$ cat src/logic/pmc_pkg.sv
// Constants and types for the management register bank behind the serial management pins
// Assumes a single 25 MHz clock; the management clock pin is far slower than it and is sampled
package pmc_pkg;

  // Register indices on the serial management frame
  localparam logic [4:0] REG_MMD_CTRL = 5'h0D;
  localparam logic [4:0] REG_MMD_WINDOW = 5'h0E;
  localparam logic [4:0] REG_EXT_STATUS = 5'h0F;
  localparam logic [4:0] REG_REMOTE_LOOP = 5'h11;
  localparam logic [4:0] REG_CABLE_TEST = 5'h12;

  // Field positions
  localparam int CTL_FUNC_HI = 15;
  localparam int CTL_FUNC_LO = 14;
  localparam int CTL_DEV_HI = 4;
  localparam int LOOP_BIT = 8;
  localparam int CT_RUN_BIT = 15;
  localparam int CT_HOLD_BIT = 14;

  // Values
  localparam logic [15:0] EXT_STATUS_VALUE = 16'h2000;
  localparam logic [15:0] WINDOW_RESET = 16'h0000;
  localparam logic [15:0] MMD_ADDR_STEP = 16'h0001;
  localparam logic [5:0] PREAMBLE_LEN = 6'h20;
  localparam int MMD_IDX_W = 4;
  localparam int MMD_WORDS = 16;

  // Frame opcodes
  localparam logic [1:0] OP_READ = 2'h2;
  localparam logic [1:0] OP_WRITE = 2'h1;

  typedef enum logic [1:0] {
    MMD_FUNC_ADDR = 2'h0,
    MMD_FUNC_DATA = 2'h1,
    MMD_FUNC_INC_RW = 2'h2,
    MMD_FUNC_INC_WR = 2'h3
  } pmc_mmd_func_t;

  typedef enum logic [2:0] {
    S_PRE = 3'h0,
    S_START = 3'h1,
    S_OP = 3'h2,
    S_ADDR = 3'h3,
    S_TA = 3'h4,
    S_RDATA = 3'h5,
    S_WDATA = 3'h6
  } pmc_frame_t;

  typedef struct packed {
    logic out;
    logic oe_n;
  } pmc_mdio_t;

  typedef struct packed {
    logic diag_go;
    logic tx_disable;
  } pmc_cable_t;

  typedef struct packed {
    logic [2:0] mdc_sync;
    logic [1:0] mdio_sync;
    pmc_frame_t frame;
    logic [5:0] cnt;
    logic [1:0] op;
    logic [9:0] addr_sh;
    logic [15:0] sh;
    pmc_mmd_func_t func;
    logic [4:0] mmd_device_select;
    logic [15:0] mmd_addr;
    logic [MMD_WORDS-1:0][15:0] mem;
    logic loop;
    logic run;
    logic hold;
    logic mdio_out;
    logic mdio_oe_n;
    logic diag_go;
    logic tx_disable;
  } pmc_state_t;

endpackage

$ cat src/logic/pmc_regs.sv
// Serial management slave with the MMD window, extended status, remote loopback and cable test control
// Assumes MDC and MDIO_IN come from pins, the test engine outside shares CLOCK, and MDC is below CLOCK/8
`timescale 1ns/1ps

// Operation
// - Function code 00: window access loads the MMD register address.
// - Data function codes: window reads and writes move data of the addressed MMD register.
// - Code 01 no increment, 10 increment on reads and writes, 11 on writes only.
// - Control register 13 holds function in 15:14 and device select in 4:0.
// - Window register is sixteen bits, read/write, resets to zero.
// - Extended status bit 13 always reads one, writes ignored.
// - Extended status bits 15, 14 and 12 read zero, read-only.
// - Loopback bit 8 enables remote loopback when one, resets to zero.
// - Writing one to bit 15 starts the test, zero aborts, completion clears it.
// - Bit 15 reads one while testing; zero means finished, results valid.
// - Bit 14 one disables transmitter and holds diagnosis; zero lets it run.
module pmc_regs #(
  parameter logic [4:0] PHY_ADDRESS = 5'h00
) (
  input wire logic CLOCK,
  input wire logic RST,
  input wire logic MDC,
  input wire logic MDIO_IN,
  input wire logic CABLE_TEST_DONE,
  output pmc_pkg::pmc_mdio_t MDIO,
  output pmc_pkg::pmc_cable_t CABLE,
  output logic REMOTE_LOOPBACK
);
  import pmc_pkg::*;

  pmc_state_t st;
  pmc_state_t next_st;
  logic mdc_rise;
  logic in_bit;
  logic wr_fire;
  logic rd_fire;
  logic [4:0] wr_reg;
  logic [15:0] wr_data;

  // Register read mux; unlisted indices and reserved bits read zero
  function automatic logic [15:0] rd_reg(input pmc_state_t s, input logic [4:0] idx);
    logic [15:0] v;
    v = 16'h0000;
    case (idx)
      REG_MMD_CTRL: begin
        v[CTL_FUNC_HI:CTL_FUNC_LO] = s.func;
        v[CTL_DEV_HI:0] = s.mmd_device_select;
      end
      REG_MMD_WINDOW: begin
        if (s.func == MMD_FUNC_ADDR) begin
          v = s.mmd_addr;
        end else begin
          v = s.mem[s.mmd_addr[MMD_IDX_W-1:0]];
        end
      end
      REG_EXT_STATUS: v = EXT_STATUS_VALUE;
      REG_REMOTE_LOOP: v[LOOP_BIT] = s.loop;
      REG_CABLE_TEST: begin
        v[CT_RUN_BIT] = s.run;
        v[CT_HOLD_BIT] = s.hold;
      end
      default: v = 16'h0000;
    endcase
    return v;
  endfunction

  assign mdc_rise = st.mdc_sync[1] & ~st.mdc_sync[2];
  assign in_bit = st.mdio_sync[1];
  assign wr_fire = mdc_rise && (st.frame == S_WDATA) && (st.cnt == 6'h0F);
  assign rd_fire = mdc_rise && (st.frame == S_TA) && (st.op == OP_READ);
  assign wr_reg = st.addr_sh[4:0];
  assign wr_data = {st.sh[14:0], in_bit};

  always_comb begin
    next_st = st;
    // MDC edges are read from its second and third stages; data is read from the second MDIO stage
    next_st.mdc_sync = {st.mdc_sync[1:0], MDC};
    next_st.mdio_sync = {st.mdio_sync[0], MDIO_IN};
    if (CABLE_TEST_DONE) begin
      next_st.run = 1'b0;
    end
    if (mdc_rise) begin
      case (st.frame)
        S_PRE: begin
          if (in_bit) begin
            if (st.cnt != PREAMBLE_LEN) begin
              next_st.cnt = st.cnt + 6'h01;
            end
          end else if (st.cnt == PREAMBLE_LEN) begin
            next_st.frame = S_START;
            next_st.cnt = 6'h00;
          end else begin
            next_st.cnt = 6'h00;
          end
        end
        S_START: begin
          next_st.frame = in_bit ? S_OP : S_PRE;
          next_st.cnt = 6'h00;
        end
        S_OP: begin
          next_st.op = {st.op[0], in_bit};
          next_st.cnt = st.cnt + 6'h01;
          if (st.cnt == 6'h01) begin
            next_st.frame = S_ADDR;
            next_st.cnt = 6'h00;
          end
        end
        S_ADDR: begin
          next_st.addr_sh = {st.addr_sh[8:0], in_bit};
          next_st.cnt = st.cnt + 6'h01;
          if (st.cnt == 6'h09) begin
            next_st.cnt = 6'h00;
            // Frames for other stations are dropped; a fresh preamble is needed after them
            if ((st.addr_sh[8:4] == PHY_ADDRESS) && ((st.op == OP_READ) || (st.op == OP_WRITE))) begin
              next_st.frame = S_TA;
            end else begin
              next_st.frame = S_PRE;
            end
          end
        end
        S_TA: begin
          next_st.cnt = st.cnt + 6'h01;
          if (st.op == OP_READ) begin
            // Fetch once so read side effects happen exactly once per frame
            next_st.sh = rd_reg(st, st.addr_sh[4:0]);
            next_st.mdio_out = 1'b0;
            next_st.mdio_oe_n = 1'b0;
            next_st.frame = S_RDATA;
            next_st.cnt = 6'h00;
            if ((st.addr_sh[4:0] == REG_MMD_WINDOW) && (st.func == MMD_FUNC_INC_RW)) begin
              next_st.mmd_addr = st.mmd_addr + MMD_ADDR_STEP;
            end
          end else if (st.cnt == 6'h01) begin
            next_st.frame = S_WDATA;
            next_st.cnt = 6'h00;
          end
        end
        S_RDATA: begin
          if (st.cnt == 6'h10) begin
            next_st.mdio_oe_n = 1'b1;
            next_st.mdio_out = 1'b0;
            next_st.frame = S_PRE;
            next_st.cnt = 6'h00;
          end else begin
            next_st.mdio_out = st.sh[15];
            next_st.sh = {st.sh[14:0], 1'b0};
            next_st.cnt = st.cnt + 6'h01;
          end
        end
        S_WDATA: begin
          next_st.sh = wr_data;
          next_st.cnt = st.cnt + 6'h01;
          if (st.cnt == 6'h0F) begin
            next_st.frame = S_PRE;
            next_st.cnt = 6'h00;
          end
        end
        default: begin
          next_st.frame = S_PRE;
          next_st.cnt = 6'h00;
        end
      endcase
    end
    // Commit after the done clear, so a start written in the same cycle wins
    if (wr_fire) begin
      case (wr_reg)
        REG_MMD_CTRL: begin
          next_st.func = pmc_mmd_func_t'(wr_data[CTL_FUNC_HI:CTL_FUNC_LO]);
          next_st.mmd_device_select = wr_data[CTL_DEV_HI:0];
        end
        REG_MMD_WINDOW: begin
          if (st.func == MMD_FUNC_ADDR) begin
            next_st.mmd_addr = wr_data;
          end else begin
            next_st.mem[st.mmd_addr[MMD_IDX_W-1:0]] = wr_data;
            if (st.func != MMD_FUNC_DATA) begin
              next_st.mmd_addr = st.mmd_addr + MMD_ADDR_STEP;
            end
          end
        end
        REG_REMOTE_LOOP: next_st.loop = wr_data[LOOP_BIT];
        REG_CABLE_TEST: begin
          next_st.run = wr_data[CT_RUN_BIT];
          next_st.hold = wr_data[CT_HOLD_BIT];
        end
        // Capability word is fixed; writes to it change nothing
        REG_EXT_STATUS: next_st.run = next_st.run;
        default: next_st.run = next_st.run;
      endcase
    end
    next_st.diag_go = next_st.run & ~next_st.hold;
    next_st.tx_disable = next_st.run & next_st.hold;
    if (RST) begin
      next_st = '0;
      next_st.mmd_addr = WINDOW_RESET;
      next_st.mdio_oe_n = 1'b1;
    end
  end

  always_ff @(posedge CLOCK) begin
    st <= next_st;
  end

  assign MDIO = '{out: st.mdio_out, oe_n: st.mdio_oe_n};
  assign CABLE = '{diag_go: st.diag_go, tx_disable: st.tx_disable};
  assign REMOTE_LOOPBACK = st.loop;
endmodule // pmc_regs

$ cat config.mk
export PLATFORM = sky130hd
export DESIGN_NAME = pmc_regs
export DESIGN_NICKNAME = d
export VERILOG_FILES = /design/src/logic/pmc_pkg.sv /design/src/logic/pmc_regs.sv
export SDC_FILE = /design/constraint.sdc
export NUM_CORES = 1
export LEC_CHECK = 0
export BUFFER_PORTS_ARGS = -buffer_cell sky130_fd_sc_hd__buf_2
export CAP_MARGIN = 20
export CORE_AREA = 5 5 186 188
export DETAILED_ROUTE_END_ITERATION = 10
export DIE_AREA = 0 0 191 193
export PLACE_DENSITY = 0.75
export SLEW_MARGIN = 20
export SYNTH_ARGS = -nofsm -noshare
export SYNTH_HDL_FRONTEND = slang
export SYNTH_SLANG_ARGS = --single-unit
$ cat constraint.sdc
create_clock -name CLOCK -period 5.7 [get_ports CLOCK]
set_input_delay 0.57 -clock CLOCK [delete_from_list [all_inputs] [get_ports CLOCK]]
set_output_delay 0.57 -clock CLOCK [all_outputs]
set_load 0.01 [all_outputs]
==> flow_summary.yaml <==
cts:
  cts_max_level: 2
  cts_buffers: 36
  clk_latency_ps: 530
  cts_tree: "done"
  cts.clk_slew.worst_paths_ps: 60
  ctsResizeCount: 0
  cts_root_buffer: "clkbuf_16"
  cts_buffer_depth: 3
  cts_setup_buffers: 0
  postCtsHoldBufs: 0
  clock-sinks: 327
grt:
  grt_pass1_wl_mm: 71.3
  antenna_found_initial: 0
  grt_max_degree: 82
  grt_usage_pct: 23.9
  grt_pass1_vias: 12969
  overflow: 0
synthesis:
  synth_cell_type_count: 86
  synth_flop_cell: "dfxtp_1"
  ys_seq_area_share_pct: 40.5
  netlist_area_mm2: 0.0162
  ys_ff_latch: 327
  synthArstFlopShare_pct: 0
  avgSynthCellArea_um2: 8.91
  syn-num-nets: 1828
  syn_inst: 1815
  ys.warnings.count: 0
  synth_edf_count: 0
routing:
  drt-initial-drc-count: 1476
  ant_nets: 0
  route.detailed.drc: 0
  viasPerCell: 6.20
  wl_per_cell_um: 20.4
  first_pass_iters: 6
  finalWirelength_mm: 44.7
  num_vias: 13580
layout:
  syn_to_final_growth_pct: 6.30
  final_cell_mix: "nand2_1 (400), dfxtp_1 (325), nor2_1 (138), a21oi_2 (98), a21oi_1 (94)"
  fillers: 2954
  n_antenna_cell: 0
  mostFrequentLayoutCell: "nand2_1"
  finalNonFillerCells: 2191
  nNetsFinal: 1733
  drive_gt1_share_pct: 16.9
setup_path:
  reg2reg_depth: 5
  crit_top_cell: "nand2_1"
  cp-start-kind: "flip-flop"
  critPathKind: "reg -> reg"
  critPathMaxFanout: 30
  startpoint: "st[284]"
  max_stage_delay_ps: 910
  cpMaxStageDelayCell: "dfxtp_1"
  path_cells: "or2_2 -> nand2_1 -> nor3_4 -> nand2_1 -> a21oi_2"
  worstPathArrival_ps: 3680
  cp-end-kind: "flip-flop"
  crit_required_ps: 6160
  reg2reg_from: "st[284]"
  r2r_setup_slack_ps: 2480
timing:
  finalCritPeriodShare_pct: 56.5
  setup_tns_ps: 0
  fin_crit_ps: 3220
  clock_skew_ps: 10.4
  drv_slew: 0
  fmax_mhz: 310
  relSlewSlack_pct: 32.4
  finalHoldViolations: 0
  setup_viol: 0
  worstMarginPinSlew_ps: 1010
  grt_setup_unrepaired: "no"
floorplanning:
  core_area_mm2: 0.0329
  pin_count: 10
  die_width_um: 191
  die_y_um: 193
  die_area_mm2: 0.0369
  rows: 67
  initial_core_util_pct: 49.1
outcome:
  outcome: "finished clean"
placed_design:
  dp_cells: 2130
  port_buffers: 9
  hpwlAfterDp_mm: 28.3
  gp_congestion: 0.915
power:
  p_switching_mw: 0.990
  peakVddDrop_uv: 235
  p_comb_share_pct: 1.4
  leakage_nw: 5.26
  p_int_mw: 3.59
  powerDensity_mw_per_mm2: 266
  p_clk_share_pct: 48.6
  swShare_pct: 21.6
  seq_power_share_pct: 50.0
hold_path:
  hp-class: "in -> reg"
  hold_depth: 2
  hp-start: "MDIO_IN"
  hold_end: "st[323]"
job:
  max_cap_violations: 0
==> through the flow <==
| step | area, µm² | hold WS, ps | utilization, % | power, mW | setup slack [ps] |
|---|---|---|---|---|---|
| floorplan | 16200 | 414 | - | 2.39 | 3130 |
| global route | 17200 | 285 | 52.2 | 4.71 | 2340 |
| finish | 17200 | 260 | 52.2 | 4.58 | 2480 |
| detailed placement | 16100 | 428 | 48.8 | 2.40 | 2380 |
| CTS | 17200 | 255 | 52.2 | 4.61 | 2630 |
| global placement | 16100 | 425 | 48.8 | 2.40 | 2400 |
==> cell type report <==
cell class	count	area (µm²)	share of cell area, %
multi-input cells	1304	8640	50.3
flip-flops and latches	327	6550	38.1
clock buffers	53	1060	6.20
well taps	448	561	3.26
repair buffers	34	243	1.41
inverters	17	66.3	0.386
clock inverters	8	55.1	0.320
==> cells by family after synthesis <==
| logic type | synth area share, % |
|---|---|
| muxes | 11.4 |
| DFF | 40.5 |
| and+or+nand+nor | 21.1 |
| adders and majority gates | 0.619 |
| buffers and inverters | 6.08 |
| xor gates and xnor gates | 0.433 |
| AOI/OAI and AO/OA | 19.9 |
==> worst max-delay path by stage <==
stage / endpoint / cells after the start / slack [ps]
detailed placement: st[288] / 5 / 2380
finish: flip-flop / 5 / 2480
CTS: flip-flop / 5 / 2630
global placement: st[288] / 5 / 2400
global route: flip-flop / 5 / 2340
floorplan: flip-flop / 12 / 3130
==> power by group through the flow <==
stage | Combinational (mW) | Clock (mW) | Sequential [mW]
floorplan | 0.0475 | 0 | 2.34
global placement | 0.0625 | 0 | 2.34
detailed placement | 0.0637 | 0 | 2.34
CTS | 0.0637 | 2.26 | 2.29
global route | 0.0688 | 2.36 | 2.29
finish | 0.0648 | 2.22 | 2.29
==> cells in the mapped netlist (6+ instances only) <==
master,count,share of area (%)
nand2_1,400,9.3
dfxtp_1,327,40
nor2_1,138,3.2
a21oi_2,98,5.3
a21oi_1,94,2.9
mux2i_1,74,4.6
clkbuf_1,68,1.6
buf_2,59,1.8
a31o_1,56,3.0
mux4_2,44,6.1
o21ai_0,35,1.1
nand3_1,29,0.90
nor3_1,27,0.84
a31o_2,24,1.3
nor2b_1,23,0.89
buf_4,22,1.0
inv_1,17,0.39
buf_6,16,1.1
or3_1,16,0.62
a22oi_1,14,0.65
nand4_1,14,0.54
and2_1,13,0.50
a211oi_1,12,0.56
o221ai_1,12,0.65
mux2_2,10,0.70
nor3_4,10,1.0
o22ai_1,9,0.35
and3_1,8,0.31
ha_1,8,0.62
nor4_1,8,0.31
a31oi_1,6,0.23
and4_1,6,0.33
==> per-layer routing <==
layer  track usage (%)  wire (µm)
met3              4.18       3960
met1              32.8      19000
met4              7.49       1350
met2              38.9      20400
met5                 0          0
==> worst max-delay path: cells and delay by family (launching register included) <==
kind | cells | cell delay [ps]
AO/OA/AOI/OAI | 1 | 170
flip-flops | 1 | 910
AND/OR/NAND/NOR | 4 | 2050
No activity file was read; power rests on OpenSTA's default activity.
